[src/logic/fuse_cfg_pkg.sv]
package fuse_cfg_pkg;

  // Number of fuse bytes and their selector codes on the programmer port.
  localparam int FUSE_BYTES = 3;
  localparam logic [1:0] SEL_LOW = 2'h0;
  localparam logic [1:0] SEL_HIGH = 2'h1;
  localparam logic [1:0] SEL_EXT = 2'h2;

  // Identification row addresses.
  localparam logic [1:0] ID_ADDR_0 = 2'h0;
  localparam logic [1:0] ID_ADDR_1 = 2'h1;
  localparam logic [1:0] ID_ADDR_2 = 2'h2;

  // Factory defaults; a 0 bit is programmed, a 1 bit unprogrammed.
  localparam logic [7:0] EXT_RESET = 8'hFD;
  localparam logic [7:0] HIGH_RESET = 8'h99;
  localparam logic [7:0] LOW_RESET = 8'hE1;

  // Extended byte fields.
  localparam int EXT_LEGACY_BIT = 1;
  localparam int EXT_WDOG_BIT = 0;

  // High byte fields.
  localparam int HIGH_DEBUG_BIT = 7;
  localparam int HIGH_SCAN_BIT = 6;
  localparam int HIGH_SERIAL_BIT = 5;
  localparam int HIGH_OSC_BIT = 4;
  localparam int HIGH_EEPROM_PRESERVE_BIT = 3;
  localparam int HIGH_BOOT_HI_BIT = 2;
  localparam int HIGH_BOOT_LO_BIT = 1;
  localparam int HIGH_RSTVEC_BIT = 0;

  // Low byte fields.
  localparam int LOW_BOD_LEVEL_BIT = 7;
  localparam int LOW_BOD_EN_BIT = 6;
  localparam int LOW_SUT_HI_BIT = 5;
  localparam int LOW_SUT_LO_BIT = 4;
  localparam int LOW_CKSEL_MSB = 3;

  // Page geometry of flash and EEPROM.
  localparam int FLASH_WORD_MSB = 6;
  localparam int FLASH_PAGE_LSB = 7;
  localparam int FLASH_PAGE_MSB = 15;
  localparam int EE_BYTE_MSB = 2;
  localparam int EE_PAGE_LSB = 3;
  localparam int EE_PAGE_MSB = 11;

  // Decoded configuration, in active-high form for consumers, except brown-out level and the multi-bit fields, which are raw.
  typedef struct packed {
    logic legacy_compat_select;
    logic watchdog_force_on;
    logic onchip_debug_enable;
    logic scan_port_enable;
    logic serial_prog_enable;
    logic oscillator_option;
    logic eeprom_preserve;
    logic [1:0] boot_size;
    logic reset_vector_select;
    logic brownout_level;
    logic brownout_enable;
    logic [1:0] startup_time;
    logic [3:0] clock_source_sel;
  } cfg_t;

  // A programmer write request.
  typedef struct packed {
    logic valid;
    logic serial_path;
    logic [1:0] sel;
    logic [7:0] data;
  } fuse_wr_t;

endpackage

[src/logic/fuse_byte_cell.sv]
`timescale 1ns/1ps
`default_nettype none

// One non-volatile fuse byte with its write protection.
module fuse_byte_cell #(
  parameter logic [7:0] RESET_VALUE = 8'hFF,
  parameter logic [7:0] SERIAL_LOCK_MASK = 8'h00
) (
  // Clock and reset.
  input wire logic clk,
  input wire logic rst_n,
  // Write request.
  input wire logic wr_en,
  input wire logic serial_path,
  input wire logic locked,
  input wire logic [7:0] wr_data,
  // Stored value.
  output logic [7:0] value
);

  // Stored byte; reset models an unprogrammed part at factory defaults.
  logic [7:0] cell_q;

  ////////////////////////////////////////////////////////////////////////
  // Writes are dropped while locked, and masked bits keep their value on the serial path.
  always_ff @(posedge clk or negedge rst_n) begin
    if (!rst_n) begin
      cell_q <= RESET_VALUE;
    end else if (wr_en && !locked) begin
      if (serial_path) begin
        cell_q <= (wr_data & ~SERIAL_LOCK_MASK) | (cell_q & SERIAL_LOCK_MASK);
      end else begin
        cell_q <= wr_data;
      end
    end
  end

  assign value = cell_q;

endmodule

`default_nettype wire

[src/logic/fuse_signature_config_store.sv]
`timescale 1ns/1ps
`default_nettype none

module fuse_signature_config_store #(
  parameter logic [7:0] ID_CODE_0 = 8'hA5, // Arbitrary identification value.
  parameter logic [7:0] ID_CODE_1 = 8'h5A, // Arbitrary identification value.
  parameter logic [7:0] ID_CODE_2 = 8'h3C, // Arbitrary identification value.
  parameter logic [7:0] CAL_1MHZ = 8'h80,
  parameter logic [7:0] CAL_2MHZ = 8'h80,
  parameter logic [7:0] CAL_4MHZ = 8'h80,
  parameter logic [7:0] CAL_8MHZ = 8'h80
) (
  // Clock and reset.
  input wire logic clk,
  input wire logic rst_n,
  // Mode and lock state from the programming front end.
  input wire logic prog_mode,
  input wire logic memory_lock_first,
  input wire logic chip_erase,
  // Fuse write request.
  input wire fuse_cfg_pkg::fuse_wr_t fuse_wr,
  // Fuse read-back request.
  input wire logic fuse_rd,
  input wire logic [1:0] fuse_rd_sel,
  output logic [7:0] fuse_rd_data,
  // Identification and calibration read request.
  input wire logic id_rd,
  input wire logic id_rd_high,
  input wire logic [1:0] id_rd_addr,
  output logic [7:0] id_rd_data,
  // Oscillator calibration register, software loadable.
  input wire logic cal_wr,
  input wire logic [7:0] cal_wr_data,
  output logic [7:0] osc_calibration_reg,
  // Address geometry.
  input wire logic [15:0] prog_counter,
  input wire logic [11:0] eeprom_addr,
  output logic [6:0] flash_word_in_page,
  output logic [8:0] flash_page_index,
  output logic [2:0] eeprom_byte_in_page,
  output logic [8:0] eeprom_page_index,
  // Latched configuration for the rest of the chip.
  output fuse_cfg_pkg::cfg_t cfg,
  output logic eeprom_preserve_live
);

  ////////////////////////////////////////////////////////////////////////
  // Reset synchroniser: asserts at once, releases after two edges.
  logic rst_meta_q;
  logic rst_sync_q;

  always_ff @(posedge clk or negedge rst_n) begin
    if (!rst_n) begin
      rst_meta_q <= 1'b0;
      rst_sync_q <= 1'b0;
    end else begin
      rst_meta_q <= 1'b1;
      rst_sync_q <= rst_meta_q;
    end
  end

  ////////////////////////////////////////////////////////////////////////
  // Fuse array: three cells with their factory defaults.
  logic [7:0] ext_val;
  logic [7:0] high_val;
  logic [7:0] low_val;
  logic wr_ext;
  logic wr_high;
  logic wr_low;

  // Chip erase has no path into the cells; only fuse writes and reset change them.
  // The chip_erase strobe is accepted and deliberately left unused here,
  // so no erase sequence can ever disturb a stored fuse byte.
  assign wr_ext = fuse_wr.valid && fuse_wr.sel == fuse_cfg_pkg::SEL_EXT;
  assign wr_high = fuse_wr.valid && fuse_wr.sel == fuse_cfg_pkg::SEL_HIGH;
  assign wr_low = fuse_wr.valid && fuse_wr.sel == fuse_cfg_pkg::SEL_LOW;

  // Extended byte: unused bits stay 1, legacy mode programmed by default.
  fuse_byte_cell #(
    .RESET_VALUE(fuse_cfg_pkg::EXT_RESET),
    .SERIAL_LOCK_MASK(8'h00)
  ) u_ext (
    .clk(clk),
    .rst_n(rst_sync_q),
    .wr_en(wr_ext),
    .serial_path(fuse_wr.serial_path),
    .locked(memory_lock_first),
    .wr_data(fuse_wr.data | 8'hFC),
    .value(ext_val)
  );

  // High byte: serial-enable bit protected on the serial path.
  fuse_byte_cell #(
    .RESET_VALUE(fuse_cfg_pkg::HIGH_RESET),
    .SERIAL_LOCK_MASK(8'h20)
  ) u_high (
    .clk(clk),
    .rst_n(rst_sync_q),
    .wr_en(wr_high),
    .serial_path(fuse_wr.serial_path),
    .locked(memory_lock_first),
    .wr_data(fuse_wr.data),
    .value(high_val)
  );

  // Low byte: brown-out, start-up and clock source.
  fuse_byte_cell #(
    .RESET_VALUE(fuse_cfg_pkg::LOW_RESET),
    .SERIAL_LOCK_MASK(8'h00)
  ) u_low (
    .clk(clk),
    .rst_n(rst_sync_q),
    .wr_en(wr_low),
    .serial_path(fuse_wr.serial_path),
    .locked(memory_lock_first),
    .wr_data(fuse_wr.data),
    .value(low_val)
  );

  ////////////////////////////////////////////////////////////////////////
  // Shadow copy, refreshed at power-up and on programming entry.
  typedef enum logic [2:0] {
    ST_POWERUP = 3'h1,
    ST_NORMAL = 3'h2,
    ST_PROG = 3'h4
  } latch_state_t;

  latch_state_t state_q;
  logic [7:0] ext_sh_q;
  logic [7:0] high_sh_q;
  logic [7:0] low_sh_q;
  logic do_latch;

  // Latch in the first cycle after reset and on each rising prog_mode.
  // Leaving programming mode does not relatch; new values wait for the next entry or power-up.
  assign do_latch = (state_q == ST_POWERUP) || (state_q == ST_NORMAL && prog_mode);

  // Mode tracker.
  always_ff @(posedge clk or negedge rst_sync_q) begin
    if (!rst_sync_q) begin
      state_q <= ST_POWERUP;
    end else begin
      case (state_q)
        ST_POWERUP: begin
          state_q <= prog_mode ? ST_PROG : ST_NORMAL;
        end
        ST_NORMAL: begin
          if (prog_mode) begin
            state_q <= ST_PROG;
          end
        end
        ST_PROG: begin
          if (!prog_mode) begin
            state_q <= ST_NORMAL;
          end
        end
        default: begin
          state_q <= ST_POWERUP;
        end
      endcase
    end
  end

  // Shadow bytes; held steady while programming so new values wait.
  always_ff @(posedge clk or negedge rst_sync_q) begin
    if (!rst_sync_q) begin
      ext_sh_q <= fuse_cfg_pkg::EXT_RESET;
      high_sh_q <= fuse_cfg_pkg::HIGH_RESET;
      low_sh_q <= fuse_cfg_pkg::LOW_RESET;
    end else if (do_latch) begin
      ext_sh_q <= ext_val;
      high_sh_q <= high_val;
      low_sh_q <= low_val;
    end
  end

  ////////////////////////////////////////////////////////////////////////
  // Decoded configuration outputs; a 0 fuse means the feature is on, except brown-out level and the multi-bit fields, which pass raw.
  always_ff @(posedge clk or negedge rst_sync_q) begin
    if (!rst_sync_q) begin
      cfg <= '0;
      eeprom_preserve_live <= 1'b0;
    end else begin
      cfg.legacy_compat_select <= ~ext_sh_q[fuse_cfg_pkg::EXT_LEGACY_BIT];
      cfg.watchdog_force_on <= ~ext_sh_q[fuse_cfg_pkg::EXT_WDOG_BIT];
      cfg.onchip_debug_enable <= ~high_sh_q[fuse_cfg_pkg::HIGH_DEBUG_BIT];
      cfg.scan_port_enable <= ~high_sh_q[fuse_cfg_pkg::HIGH_SCAN_BIT];
      cfg.serial_prog_enable <= ~high_sh_q[fuse_cfg_pkg::HIGH_SERIAL_BIT];
      cfg.oscillator_option <= ~high_sh_q[fuse_cfg_pkg::HIGH_OSC_BIT];
      cfg.eeprom_preserve <= ~high_sh_q[fuse_cfg_pkg::HIGH_EEPROM_PRESERVE_BIT];
      cfg.boot_size <= {high_sh_q[fuse_cfg_pkg::HIGH_BOOT_HI_BIT], high_sh_q[fuse_cfg_pkg::HIGH_BOOT_LO_BIT]};
      cfg.reset_vector_select <= ~high_sh_q[fuse_cfg_pkg::HIGH_RSTVEC_BIT];
      cfg.brownout_level <= low_sh_q[fuse_cfg_pkg::LOW_BOD_LEVEL_BIT];
      cfg.brownout_enable <= ~low_sh_q[fuse_cfg_pkg::LOW_BOD_EN_BIT];
      cfg.startup_time <= {low_sh_q[fuse_cfg_pkg::LOW_SUT_HI_BIT], low_sh_q[fuse_cfg_pkg::LOW_SUT_LO_BIT]};
      cfg.clock_source_sel <= low_sh_q[fuse_cfg_pkg::LOW_CKSEL_MSB:0];
      // The preserve fuse bypasses the shadow so chip erase sees it at once.
      eeprom_preserve_live <= ~high_val[fuse_cfg_pkg::HIGH_EEPROM_PRESERVE_BIT];
    end
  end

  ////////////////////////////////////////////////////////////////////////
  // Fuse read-back shows the live array in raw polarity.
  always_ff @(posedge clk or negedge rst_sync_q) begin
    if (!rst_sync_q) begin
      fuse_rd_data <= 8'hFF;
    end else if (fuse_rd) begin
      if (fuse_rd_sel == fuse_cfg_pkg::SEL_EXT) begin
        fuse_rd_data <= ext_val;
      end else if (fuse_rd_sel == fuse_cfg_pkg::SEL_HIGH) begin
        fuse_rd_data <= high_val;
      end else if (fuse_rd_sel == fuse_cfg_pkg::SEL_LOW) begin
        fuse_rd_data <= low_val;
      end else begin
        fuse_rd_data <= 8'hFF;
      end
    end
  end

  ////////////////////////////////////////////////////////////////////////
  // Identification row: low byte is the ID code, high byte calibration.
  logic [7:0] cal_rom [4];

  assign cal_rom[0] = CAL_1MHZ;
  assign cal_rom[1] = CAL_2MHZ;
  assign cal_rom[2] = CAL_4MHZ;
  assign cal_rom[3] = CAL_8MHZ;

  // Lock state is not consulted, so the code stays readable when locked.
  always_ff @(posedge clk or negedge rst_sync_q) begin
    if (!rst_sync_q) begin
      id_rd_data <= 8'h00;
    end else if (id_rd) begin
      if (id_rd_high) begin
        id_rd_data <= cal_rom[id_rd_addr];
      end else if (id_rd_addr == fuse_cfg_pkg::ID_ADDR_0) begin
        id_rd_data <= ID_CODE_0;
      end else if (id_rd_addr == fuse_cfg_pkg::ID_ADDR_1) begin
        id_rd_data <= ID_CODE_1;
      end else if (id_rd_addr == fuse_cfg_pkg::ID_ADDR_2) begin
        id_rd_data <= ID_CODE_2;
      end else begin
        id_rd_data <= 8'h00;
      end
    end
  end

  ////////////////////////////////////////////////////////////////////////
  // Oscillator calibration register: 0 at reset, 1MHz value in the first cycle after, software after that.
  always_ff @(posedge clk or negedge rst_sync_q) begin
    if (!rst_sync_q) begin
      osc_calibration_reg <= 8'h00;
    end else if (state_q == ST_POWERUP) begin
      osc_calibration_reg <= cal_rom[0];
    end else if (cal_wr) begin
      osc_calibration_reg <= cal_wr_data;
    end
  end

  ////////////////////////////////////////////////////////////////////////
  // Page geometry split of program counter and EEPROM address.
  always_ff @(posedge clk or negedge rst_sync_q) begin
    if (!rst_sync_q) begin
      flash_word_in_page <= '0;
      flash_page_index <= '0;
      eeprom_byte_in_page <= '0;
      eeprom_page_index <= '0;
    end else begin
      flash_word_in_page <= prog_counter[fuse_cfg_pkg::FLASH_WORD_MSB:0];
      flash_page_index <= prog_counter[fuse_cfg_pkg::FLASH_PAGE_MSB:fuse_cfg_pkg::FLASH_PAGE_LSB];
      eeprom_byte_in_page <= eeprom_addr[fuse_cfg_pkg::EE_BYTE_MSB:0];
      eeprom_page_index <= eeprom_addr[fuse_cfg_pkg::EE_PAGE_MSB:fuse_cfg_pkg::EE_PAGE_LSB];
    end
  end

endmodule

`default_nettype wire

[config.mk]
export PLATFORM = sky130hd
export DESIGN_NAME = fuse_signature_config_store
export DESIGN_NICKNAME = d
export VERILOG_FILES = /design/src/logic/fuse_cfg_pkg.sv /design/src/logic/fuse_byte_cell.sv /design/src/logic/fuse_signature_config_store.sv
export SDC_FILE = /design/constraint.sdc
export NUM_CORES = 1
export LEC_CHECK = 0
export BUFFER_PORTS_ARGS = -buffer_cell sky130_fd_sc_hd__buf_2
export CORE_MARGIN = 8
export CORE_UTILIZATION = 40
export CTS_CLUSTER_SIZE = 25
export DETAILED_ROUTE_END_ITERATION = 8
export GPL_ROUTABILITY_DRIVEN = 0
export SYNTH_ARGS = -nofsm -noshare
export SYNTH_HDL_FRONTEND = slang
export SYNTH_SLANG_ARGS = --single-unit
export TNS_END_PERCENT = 30
[constraint.sdc]
create_clock -name clk -period 6 [get_ports clk]
set_input_delay 0.9 -clock clk [delete_from_list [all_inputs] [get_ports clk]]
set_output_delay 0.9 -clock clk [all_outputs]
set_load 0.02 [all_outputs]
## After elaboration in Yosys (flattened, before gate mapping)

Index checks and enable logic that the tools add are counted.

- Bits in latches: 0
- Memory bits (read-only): 0
- Memories: 0
- Input port bits: 61
- Register bits: 112
- Memory bits (writable): 0

- Divide/modulo/power cells: 0
- Add/sub/neg operators: 0
- Mux-type cells: 17
- Reduce and logical (&&, ||, !) cells: 14
- Bitwise gates (word level): 12
- Equality and inequality tests: 11
- Multipliers: 0
- $lt $le $gt $ge: 1
- Shift-type cells: 0

Operators with widths:

| kind | count |
|---|---|
| 8-bit two-way mux | 10 |
| 8-bit binary-select mux with 2-bit select | 1 |
| 1-bit NOT | 10 |
| 3-bit two-way mux | 3 |
| 3-bit one-hot mux with 3 select lines | 1 |
| 8-bit by 6-bit bitwise OR with 8-bit output | 1 |
| 1-bit logical AND | 7 |
| 7-bit two-way mux | 1 |
| 2-bit by 1-bit == test with 1-bit output, second input constant | 3 |
| 2-bit == test, second input constant | 3 |
| 2-bit logical NOT | 3 |
| 6-bit two-way mux | 1 |
| 2-bit inequality test, second input constant | 2 |
| 3-bit by 1-bit == test with 1-bit output, second input constant | 1 |
| 3-bit by 2-bit == test with 1-bit output, second input constant | 1 |
| 3-bit == test, second input constant | 1 |
| 3-bit >= comparator, second input constant | 1 |
| 2-bit NOT with 3-bit output | 1 |
| 2-bit AND reduction | 1 |
| 2-bit nonzero test | 1 |
| 1-bit logical NOT | 1 |
| 1-bit logical OR | 1 |

## Logic depth before layout (Yosys ltp)

Gate-level depths: netlist of the first run.

- Depth in word-level cells: 5
- Gate-level depth with buffers: 5
- Depth with buffers taken out: 5

## Modules after synthesis

From an unflattened synthesis of the first run, not the netlist that was laid out.

- Cells, all modules: 346
- Area, all modules: 4,885.9 um^2

By module, submodules not included:

| module | times used | cells each | seq. area each (um^2) | area each (um^2) |
|---|---|---|---|---|
| fuse_signature_config_store | 1 | 291 | 2,299.7 | 3,827.4 |
| fuse_byte_cell at u_ext | 1 | 18 | 209.0 | 354.1 |
| fuse_byte_cell at u_high | 1 | 19 | 205.2 | 354.1 |
| fuse_byte_cell at u_low | 1 | 18 | 205.2 | 350.3 |

## Worst setup path before layout of the first run

OpenSTA, ideal clock, no wires.

- Path kind: in2reg
- Start: input memory_lock_first
- End: register u_low.cell_q[1], in the netlist u_low.value[1]
- Arrival: 1.730 ns
- Setup slack: 4.145 ns
- Cell stages on the path: 2
- Setup time: 0.125 ns
- Cells stage by stage: nor4b_4 -> mux2_2

- Word-level cells in the longest chain between the ends: 2

RTL lines:

| item | line | text |
|---|---|---|
| start, declared | fuse_signature_config_store.sv:18 | `input wire logic memory_lock_first,` |
| 1-bit logical NOT | fuse_byte_cell.sv:29 | `end else if (wr_en && !locked) begin` |
| 1-bit logical AND | fuse_byte_cell.sv:29 |  |
| end signal, assigned | fuse_byte_cell.sv:31 | `cell_q <= (wr_data & ~SERIAL_LOCK_MASK) \| (cell_q & SERIAL_LOCK_MASK);` |
| end signal, assigned | fuse_byte_cell.sv:33 | `cell_q <= wr_data;` |
| end, declared | fuse_byte_cell.sv:22 | `logic [7:0] cell_q;` |

No other way between the ends.
A chain may end at the register's enable or synchronous reset.

## Final worst setup path of the first run

- Start: register state_q[1]
- End: register high_sh_q[5]

- Word-level cells in the longest chain between the ends: 3
- Elaborated cells on any way between the ends: 4

RTL lines:

| item | line | text |
|---|---|---|
| start, declared | fuse_signature_config_store.sv:128 | `latch_state_t state_q;` |
| start signal, assigned | fuse_signature_config_store.sv:145 | `state_q <= prog_mode ? ST_PROG : ST_NORMAL;` |
| 3-bit by 2-bit == test with 1-bit output | fuse_signature_config_store.sv:136 | `assign do_latch = (state_q == ST_POWERUP) \|\| (state_q == ST_NORMAL && prog_mode);` |
| 1-bit logical AND | fuse_signature_config_store.sv:136 |  |
| 1-bit logical OR (*) | fuse_signature_config_store.sv:136 |  |
| end signal, assigned | fuse_signature_config_store.sv:168 | `high_sh_q <= fuse_cfg_pkg::HIGH_RESET;` |
| end signal, assigned | fuse_signature_config_store.sv:172 | `high_sh_q <= high_val;` |
| end, declared | fuse_signature_config_store.sv:130 | `logic [7:0] high_sh_q;` |

Mark *: on every way between the ends. The rest lies on a longest branch, timed or not.

==> summary.md, run 1 <==
| Metric | Value |
|---|---|
| Status | `completed` |
| Final Max Tran Viols | `0` |
| RSZ-0062 raised after global routing | `no` |
| Synth cell types | `33` |
| Initial antenna violation count | `0` |
| Power Density | `around 450 mW/mm^2` |
| Worst Path Max Fanout | `23` |
| Ant. Diodes | `0` |
| LEAKAGE | `0.00246 uW` |
| DR iter-0 viols | `173` |
| WP buf/inv | `0` |
| Slowest stage delay, CP | `slightly above 0.9 ns` |
| Clock sinks | `109` |
| Hold WS | `roughly 0.28 ns` |
| Share of layout cells above drive strength 1 | `44.5%` |
| Critical Path, Cell by Cell | `nand2_1 -> a221oi_1 -> a31oi_1` |
| CTS buffer count | `9` |
| Mean Syn Cell Area | `12.8 um^2` |
| Critical path class | `reg2reg` |
| Fmax | `between 400 and 500 MHz` |
| Largest regs | `cfg (18), eeprom_page_index (9), flash_page_index (9)` |
| Die Y | `between 100 and 150 um` |
| Die area | `0.0141 mm^2` |
| Layout area overhead | `21.2%` |
| Rel. slew slack | `40.0%` |
| Post-synthesis sequential area ratio | `about two thirds` |
| Routed WL | `9920 um` |
| Drc violations | `0` |
| Vias per cell | `5.02` |
| Total of max-cap violations | `0` |
| Final TNS setup | `0 ns` |
| Biggest register | `cfg` |
| GR Overflow Total | `0` |
| Worst EP required | `6.22 ns` |
| CP Data Arrival Time | `2.48 ns` |
| Worst Hold Class | `reg2async` |
| Final Hold Viols | `0` |
| Final Critical Period | `2.26 ns` |
| Fin nets | `around 510` |
| Antenna viol nets, final | `0` |
| Final setup vio count | `0` |
| Std cell rows | `37` |
| Final worst-path cycle share | `a little under two fifths` |
| Register bit total from synthesis | `109` |
| Crit start category | `register` |
| Starting density of the core | `roughly 40%` |
| Largest register FFs | `18` |
| Core Area | `0.0103 mm^2` |
| Clk buf depth | `2` |
| Via count | `between 2000 and 3000` |
| Max IR drop VDD | `0.187 mV` |
| Commonest cells after routing, fill and taps aside | `buf_2 (130), dfrtp_1 (81), dfstp_2 (27)` |
| Synth warn | `0` |
| Gr usage total | `14.5%` |
| Leading cell type in the layout, fill and taps excluded | `buf_2` |
| H-Tree Depth | `3` |
| Die width | `119 um` |
| Pin count of the biggest net entering global routing | `74` |
| Hpwl dp | `7000 um` |
| Vias in the first global route | `approximately 3200` |
| Worst skew pair latency | `approximately 0.37 ns` |
| Mapped Nets | `394` |
| CTS tree | `yes` |
| # resized after CTS | `0` |
| First-pass GRT wire length | `16600 um` |
| Clk slew on worst S/H paths | `0.10 ns` |
| Max Clock Skew | `roughly 0.011 ns` |
| Cell family with most CP delay | `flip-flops` |
| Mapped Area | `0.00424 mm^2` |
| Post-CTS Setup Inserts | `0` |
| # port buffers | `130` |
| CP Capture Type | `register` |
| Slowest-stage cell, CP | `dfrtp_1` |
| Cells after Synth | `330` |
| First-pass iteration count of the detailed router | `4` |
| Boundary pin count | `roughly 130` |
| Hold_buf cts | `0` |
| Worst-Margin Slew | `~0.9 ns` |
| WL per Instance | `between 15 and 20 um` |
| Root Driver | `clkbuf_8` |
synthesized netlist by cell type:
cell type | n | area, um^2
and4bb_2 | 2 | 25.0
nor2_1 | 20 | 75.1
ha_1 | 3 | 37.5
and3b_1 | 1 | 8.76
a211o_1 | 1 | 8.76
o221ai_1 | 2 | 17.5
nand3b_1 | 3 | 22.5
xor2_1 | 1 | 8.76
dfstp_2 | 27 | 709
mux2_1 | 2 | 22.5
o21ai_1 | 2 | 10.0
inv_1 | 18 | 67.6
mux2_2 | 20 | 225
nand2b_1 | 2 | 12.5
a211oi_1 | 6 | 45.0
a31oi_2 | 1 | 12.5
o21ai_0 | 22 | 110
a21o_1 | 16 | 120
mux2i_1 | 7 | 70.1
buf_6 | 1 | 11.3
a31oi_1 | 16 | 100
a21oi_1 | 7 | 35.0
nor2_4 | 1 | 11.3
nor4b_4 | 1 | 23.8
nand2_1 | 18 | 67.6
a221oi_1 | 16 | 140
buf_2 | 6 | 30.0
clkbuf_1 | 10 | 37.5
nor2b_1 | 7 | 43.8
conb_1 | 1 | 3.75
dfrtp_1 | 82 | 2050
nor3b_4 | 1 | 18.8
buf_4 | 7 | 52.6
layer usage:
metal	vias up	part of all wire (%)	GRT usage [%]
li1	1394	-	-
met2	117	44	22.3
met3	13	7.6	5.48
met4	0	1.6	5.14
met5	-	0	0
met1	1439	47	18.5
cells by family (layout without fill, tap and decap cells):
family                   after synthesis  count (layout)  synth area share (%)
flip-flops                           109             109                  65.2
AO/OA/AOI/OAI                         89              89                  14.1
AND/OR/NAND/NOR                       56              56                  7.29
buffers and inverters                 42             166                  4.70
multiplexers                          29              29                  7.50
adder cells (fa/ha/maj)                3               3                 0.886
other                                  1               1                0.0885
XOR/XNOR                               1               1                 0.207
final timing paths:
path | slack (ns) | endpoint | startpoint | cells past startpoint
max | 3.74 | high_sh_q[5]$_DFFE_PN0P_ | state_q[1]$_DFFE_PN0P_ | 3
min | 0.28 | eeprom_page_index[6]$_DFF_PN0_ | rst_sync_q$_DFF_PN0_ | 0
max reg2reg | 3.74 | high_sh_q[5]$_DFFE_PN0P_ | state_q[1]$_DFFE_PN0P_ | 3
min reg2reg | 0.28 | eeprom_page_index[6]$_DFF_PN0_ | rst_sync_q$_DFF_PN0_ | 0
max in group asynchronous | 4.47 | u_low.value[3]$_DFFE_PN0P_ | rst_sync_q$_DFF_PN0_ | 1
min in group clk | 0.36 | rst_sync_q$_DFF_PN0_ | rst_meta_q$_DFF_PN0_ | 0
metrics by stage:
stage                     area, um^2  total power (uW)  setup slack [ns]  std cells  utilization (%)
after floorplan                 4240              1670              2.79        330                -
after global placement          4940              1890              3.79        574             47.9
after detailed placement        4940              1920              3.78        574             47.9
after CTS                       5130              2360              3.75        590             49.7
after global routing            5130              2490              3.55        590             49.7
final                           5130              2330              3.74        590             49.7
report_power, final:
| part | leakage (uW) | switching, uW | total [uW] | internal (uW) |
|---|---|---|---|---|
| registers | 0.00125 | 185 | 1170 | 985 |
| clock network | 0.0000987 | 241 | 432 | 191 |
| logic | 0.00111 | 426 | 724 | 297 |
| total | 0.00246 | 853 | 2330 | 1470 |
final cells by class:
type / instances / area (um^2)
fillers: 947 / 5190
flip-flops and latches: 109 / 2770
multi-input cells: 179 / 1280
repair buffers: 132 / 666
well taps: 136 / 170
clock buffers: 9 / 124
inverters: 18 / 67.6
clock inverters: 7 / 66.3
Note: power is estimated with default switching activity, not from simulation.
==> run 2, diff against run 1 <==
==> constraint.sdc (replaced) <==
create_clock -name clk -period 2.2 [get_ports clk]
set_input_delay 0.33 -clock clk [delete_from_list [all_inputs] [get_ports clk]]
set_output_delay 0.33 -clock clk [all_outputs]
set_load 0.02 [all_outputs]
==> run 2 against run 1 <==
Cell count is 1.0% higher. Sequential share of layout area is 0.80 points lower. Count of clock-buffer cells in the layout stayed put.
==> summary.md, run 2 (same netlist as run 1, synthesis figures left out) <==
| Metric | Value |
|---|---|
| Max Clock Skew | `around 0.012 ns` |
| Initial antenna violation count | `0` |
| Fmax | `609 MHz` |
| CTS tree | `yes` |
| Hold Path Sink | `flash_word_in_page[6]$_DFF_PN0_` |
| Biggest register | `cfg` |
| Final Critical Period | `1.64 ns` |
| Layout area overhead | `23.0%` |
| Root Driver | `clkbuf_8` |
| CP Data Arrival Time | `approximately 1.9 ns` |
| Drc violations | `0` |
| Worst Path Max Fanout | `35` |
| RSZ-0062 raised after global routing | `no` |
| Vias in the first global route | `3117` |
| CP Capture Type | `register` |
| WL per Instance | `roughly 17 um` |
| Worst EP required | `2.50 ns` |
| Critical path class | `reg2reg` |
| Rel. slew slack | `56.1%` |
| Final setup vio count | `0` |
| Fin nets | `518` |
| Placed insts | `578` |
| Power Density | `1240 mW/mm^2` |
| First-pass GRT wire length | `16300 um` |
| Boundary pin count | `132` |
| DR iter-0 viols | `between 200 and 250` |
| First-pass iteration count of the detailed router | `4` |
| Worst-Margin Slew | `0.656 ns` |
| Routed WL | `9980 um` |
| Max IR drop VDD | `0.496 mV` |
| Die width | `119 um` |
| RR Endpoint | `ext_sh_q[0]$_DFFE_PN1P_` |
| # port buffers | `130` |
| Worst Hold Depth | `1` |
| Starting density of the core | `between 40% and 50%` |
| Leading cell type in the layout, fill and taps excluded | `buf_2` |
| Vias per cell | `5.04` |
| H-Tree Depth | `3` |
| Critical Path Start | `state_q[0]$_DFFE_PN1P_` |
| Gr usage total | `14.2%` |
| Final TNS setup | `0 ns` |
| Clk buf depth | `2` |
| Total of max-cap violations | `0` |
| Die Y | `around 120 um` |
| Core Area | `0.0103 mm^2` |
| Final Max Tran Viols | `0` |
| R2R Setup Slk | `between 0.5 and 0.6 ns` |
| Overall power | `6470 uW` |
| Crit start category | `register` |
| HP Start | `prog_counter[6]` |
| Worst skew pair latency | `0.37 ns` |
| Std cell rows | `37` |
| GR Overflow Total | `0` |
| Place WS | `0.538 ns` |
| Hold WS | `0.0560 ns` |
| LEAKAGE | `0.00250 uW` |
| Commonest cells after routing, fill and taps aside | `buf_2 (130), dfrtp_1 (81), dfstp_2 (27)` |
| Final setup margin | `approximately 0.56 ns` |
| Largest regs | `cfg (18), eeprom_page_index (9), flash_page_index (9)` |
| Cells on worst reg2reg path | `4` |
| Post-CTS Setup Inserts | `0` |
| Final Instance Count excl. Fillers | `596` |
| CTS buffer count | `9` |
| Final Hold Viols | `0` |
| Via count | `3006` |
| Share of layout cells above drive strength 1 | `44.9%` |
| Pin count of the biggest net entering global routing | `40` |
| Hold_buf cts | `1` |
| Hpwl dp | `7210 um` |
| Final worst-path cycle share | `~75%` |
| Clk slew on worst S/H paths | `~0.11 ns` |
| Largest register FFs | `18` |
| # resized after CTS | `0` |
| Worst Hold Class | `in2reg` |
| Status | `completed` |
| Clock sinks | `between 100 and 150` |
| Die area | `0.0141 mm^2` |
| Crit Reg-Reg Startpoint | `state_q[0]$_DFFE_PN1P_` |
| Antenna viol nets, final | `0` |
run 2: changes by cell type in the layout (fill, tap and decap cells not counted), sizes merged:
cell         change
diode            +1
clkinv           -5
buf              +4
inv              +5
dlygate4sd3      +1
run 2: critical path, stage by stage (launching register included):
cell and delay [ns]:
dfstp_2 0.56, buf_4 0.33, nor2_1 0.10, a31oi_2 0.24, mux2_1 0.34
run 2: where the power goes:
part	internal (uW)	leakage (uW)	switching [uW]	total, uW
clock network	559	0.000106	726	1290
logic	836	0.00114	1290	2120
registers	2680	0.00125	377	3060
total	4080	0.00250	2390	6470
run 2: worst max path at each step:
stage                                            end  depth (start not counted)  slack, ns
after detailed placement  u_low.value[2]$_DFFE_PN0P_                          3       0.54
after floorplan                     cfg[0]$_DFF_PN0_                          0       0.40
after global placement    u_low.value[2]$_DFFE_PN0P_                          3       0.58
after CTS                    ext_sh_q[0]$_DFFE_PN1P_                          4       0.57
after global routing        high_sh_q[0]$_DFFE_PN1P_                          4       0.51
final                        ext_sh_q[0]$_DFFE_PN1P_                          4       0.56
run 2: final cells by class:
class / count / area [um^2]
Antenna cell: 1 / 2.50
Clock buffer: 9 / 124
Clock inverter: 7 / 88.8
Fill cell: 925 / 5110
Inverter: 18 / 67.6
Multi-Input combinational cell: 179 / 1280
Sequential cell: 109 / 2770
Tap cell: 136 / 170
Timing Repair Buffer: 137 / 718
run 2: per-stage QoR:
step | utilization [%] | instance area [um^2]
5_1_grt | 50.5 | 5210
3_5_place_dp | 48.3 | 4990
3_3_place_gp | 48.3 | 4990
2_1_floorplan | - | 4240
4_1_cts | 50.5 | 5210
6_report | 50.5 | 5210
run 2: layer usage:
metal	wire length (um)	vias up	track usage [%]
met2	4490	122	21.2
met5	0	-	0
met1	4660	1477	18.6
li1	-	1405	-
met3	805	2	6.33
met4	19	0	3.08
==> run 3, diff against run 2 <==
==> constraint.sdc (replaced) <==
create_clock -name clk -period 1.7 [get_ports clk]
set_input_delay 0.255 -clock clk [delete_from_list [all_inputs] [get_ports clk]]
set_output_delay 0.255 -clock clk [all_outputs]
set_load 0.02 [all_outputs]
==> run 3 against run 2 <==
Clock skew is 0.00060 ns lower. Critical endpoint is now low_sh_q[1]$_DFFE_PN0P_. Power grew 30%. Clock power rose by 25%. Register-to-register slack got worse by 0.36 ns. Cell count up 5.2%. Global-route usage up 0.082 points. Sequential share of layout area down 3.2 points. Largest cell class unchanged. Routed wire length grew 0.24%. Fmax is 9.3% higher. Die area unchanged. Worst hold slack gained 0.057 ns.
==> summary.md, run 3 (same netlist as run 1, synthesis figures left out) <==
| Metric | Value |
|---|---|
| Final Instance Count excl. Fillers | `627` |
| Power Density | `roughly 1500 mW/mm^2` |
| Critical Path, Cell by Cell | `nand2_1 -> a221oi_1 -> a31oi_1` |
| Slowest-stage cell, CP | `dfrtp_1` |
| Drc violations | `0` |
| WP buf/inv | `0` |
| Critical path class | `reg2reg` |
| Max Clock Skew | `0.0112 ns` |
| Status | `completed` |
| Clk buf depth | `2` |
| RSZ-0062 raised after global routing | `no` |
| Hpwl dp | `just over 7000 um` |
| Fin nets | `550` |
| LEAKAGE | `0.00264 uW` |
| Final Max Tran Viols | `0` |
| Routed WL | `10000 um` |
| Root Driver | `clkbuf_8` |
| Pin count of the biggest net entering global routing | `35` |
| DR iter-0 viols | `194` |
| Largest register FFs | `18` |
| Gr usage total | `14.2%` |
| Worst Hold Class | `in2reg` |
| Final worst-path cycle share | `approximately nine tenths` |
| Worst Path Max Fanout | `16` |
| CP Capture Type | `register` |
| Crit start category | `register` |
| Antenna viol nets, final | `0` |
| CP Data Arrival Time | `1.74 ns` |
| Clk slew on worst S/H paths | `approximately 0.1 ns` |
| Placed insts | `582` |
| Vias per cell | `4.94` |
| First-pass GRT wire length | `about 16000 um` |
| Die width | `119 um` |
| Via count | `3097` |
| Fill cell count | `900` |
| Clock sinks | `between 100 and 150` |
| Fmax | `665 MHz` |
| WL per Instance | `16.0 um` |
| # resized after CTS | `0` |
| Leading cell type in the layout, fill and taps excluded | `buf_2` |
| H-Tree Depth | `3` |
| Largest regs | `cfg (18), eeprom_page_index (9), flash_page_index (9)` |
| Vias in the first global route | `3218` |
| Max IR drop VDD | `between 0.6 and 0.7 mV` |
| Layout area overhead | `31.0%` |
| Worst-Margin Slew | `0.582 ns` |
| Boundary pin count | `132` |
| Core Area | `0.0103 mm^2` |
| CTS buffer count | `9` |
| GR Overflow Total | `0` |
| Commonest cells after routing, fill and taps aside | `buf_2 (130), dfrtp_1 (81), dlygate4sd3_1 (29)` |
| Worst skew pair latency | `roughly 0.37 ns` |
| Share of layout cells above drive strength 1 | `42.8%` |
| Die area | `0.0141 mm^2` |
| Slowest stage delay, CP | `0.48 ns` |
| Rel. slew slack | `61.1%` |
| Final Hold Viols | `0` |
| Starting density of the core | `roughly 40%` |
| Initial antenna violation count | `0` |
| Ant. Diodes | `0` |
| CTS tree | `yes` |
| Final TNS setup | `0 ns` |
| First-pass iteration count of the detailed router | `4` |
| Std cell rows | `37` |
| Total of max-cap violations | `0` |
| # port buffers | `130` |
| Cell family with most CP delay | `compound AO/OA/AOI/OAI gates` |
| Worst EP required | `1.94 ns` |
| Die Y | `around 120 um` |
| Final setup vio count | `0` |
| Biggest register | `cfg` |
| Final Critical Period | `~1.5 ns` |
[run 3: cell types whose count changed in the layout (fill, tap and decap cells not counted), sizes merged]
cell         change
buf              +4
clkinvlp         +2
diode            -1
dlygate4sd3     +28
inv              -2
[run 3: layout make-up]
cell class,count,area [um^2],area share [%]
clock buffer,9,124,2.23
clock inverter,7,81.3,1.47
inverter,18,67.6,1.22
multi-input combinational,179,1280,23.0
sequential,109,2770,49.8
tap,136,170,3.07
timing repair buffer,169,1070,19.2
[run 3: final timing paths]
path / from / to / slack (ns) / cells past startpoint
max in group asynchronous: rst_sync_q$_DFF_PN0_ / u_ext.value[0]$_DFFE_PN1P_ / 0.83 / 1
min reg2reg: rst_sync_q$_DFF_PN0_ / flash_word_in_page[6]$_DFF_PN0_ / 0.28 / 0
min in group asynchronous: rst_n / rst_sync_q$_DFF_PN0_ / 0.20 / 2
max: state_q[1]$_DFFE_PN0P_ / low_sh_q[1]$_DFFE_PN0P_ / 0.20 / 3
min: cal_wr_data[7] / osc_calibration_reg[7]$_DFFE_PN0P_ / 0.11 / 2
max reg2reg: state_q[1]$_DFFE_PN0P_ / low_sh_q[1]$_DFFE_PN0P_ / 0.20 / 3
[run 3: where the power goes]
part / internal (uW) / switching, uW / total, uW
Clock: 702 / 907 / 1610
Sequential: 3470 / 500 / 3970
Combinational: 1190 / 1660 / 2850
[run 3: routing by layer]
metal | share of wire [%] | GRT usage, % | vias to the layer above
li1 | - | - | 1465
met5 | 0 | 0 | -
met4 | 0.85 | 4.27 | 0
met1 | 46 | 18.1 | 1516
met2 | 46 | 22.4 | 109
met3 | 7.2 | 5.05 | 7
[run 3: what timing repair did]
item                                    4_1_cts  5_1_grt
endpoints found under the setup margin        0        0
setup buffers                                 0        0
hold endpoints to repair                     30        0
hold buffers                                 29        0
[run 3: stage by stage]
step                      hold WS (ns)  utilization (%)  area [um^2]  setup WS, ns  power (uW)
after floorplan                -0.0406                -         4240         0.284        5910
final                            0.113             53.8         5550         0.197        8430
after CTS                       0.0869             53.8         5550         0.203        8570
after global placement          0.0406             49.0         5050         0.235        6770
after global routing            0.0877             53.8         5550        0.0720        9010
after detailed placement        0.0482             49.0         5050         0.223        6880
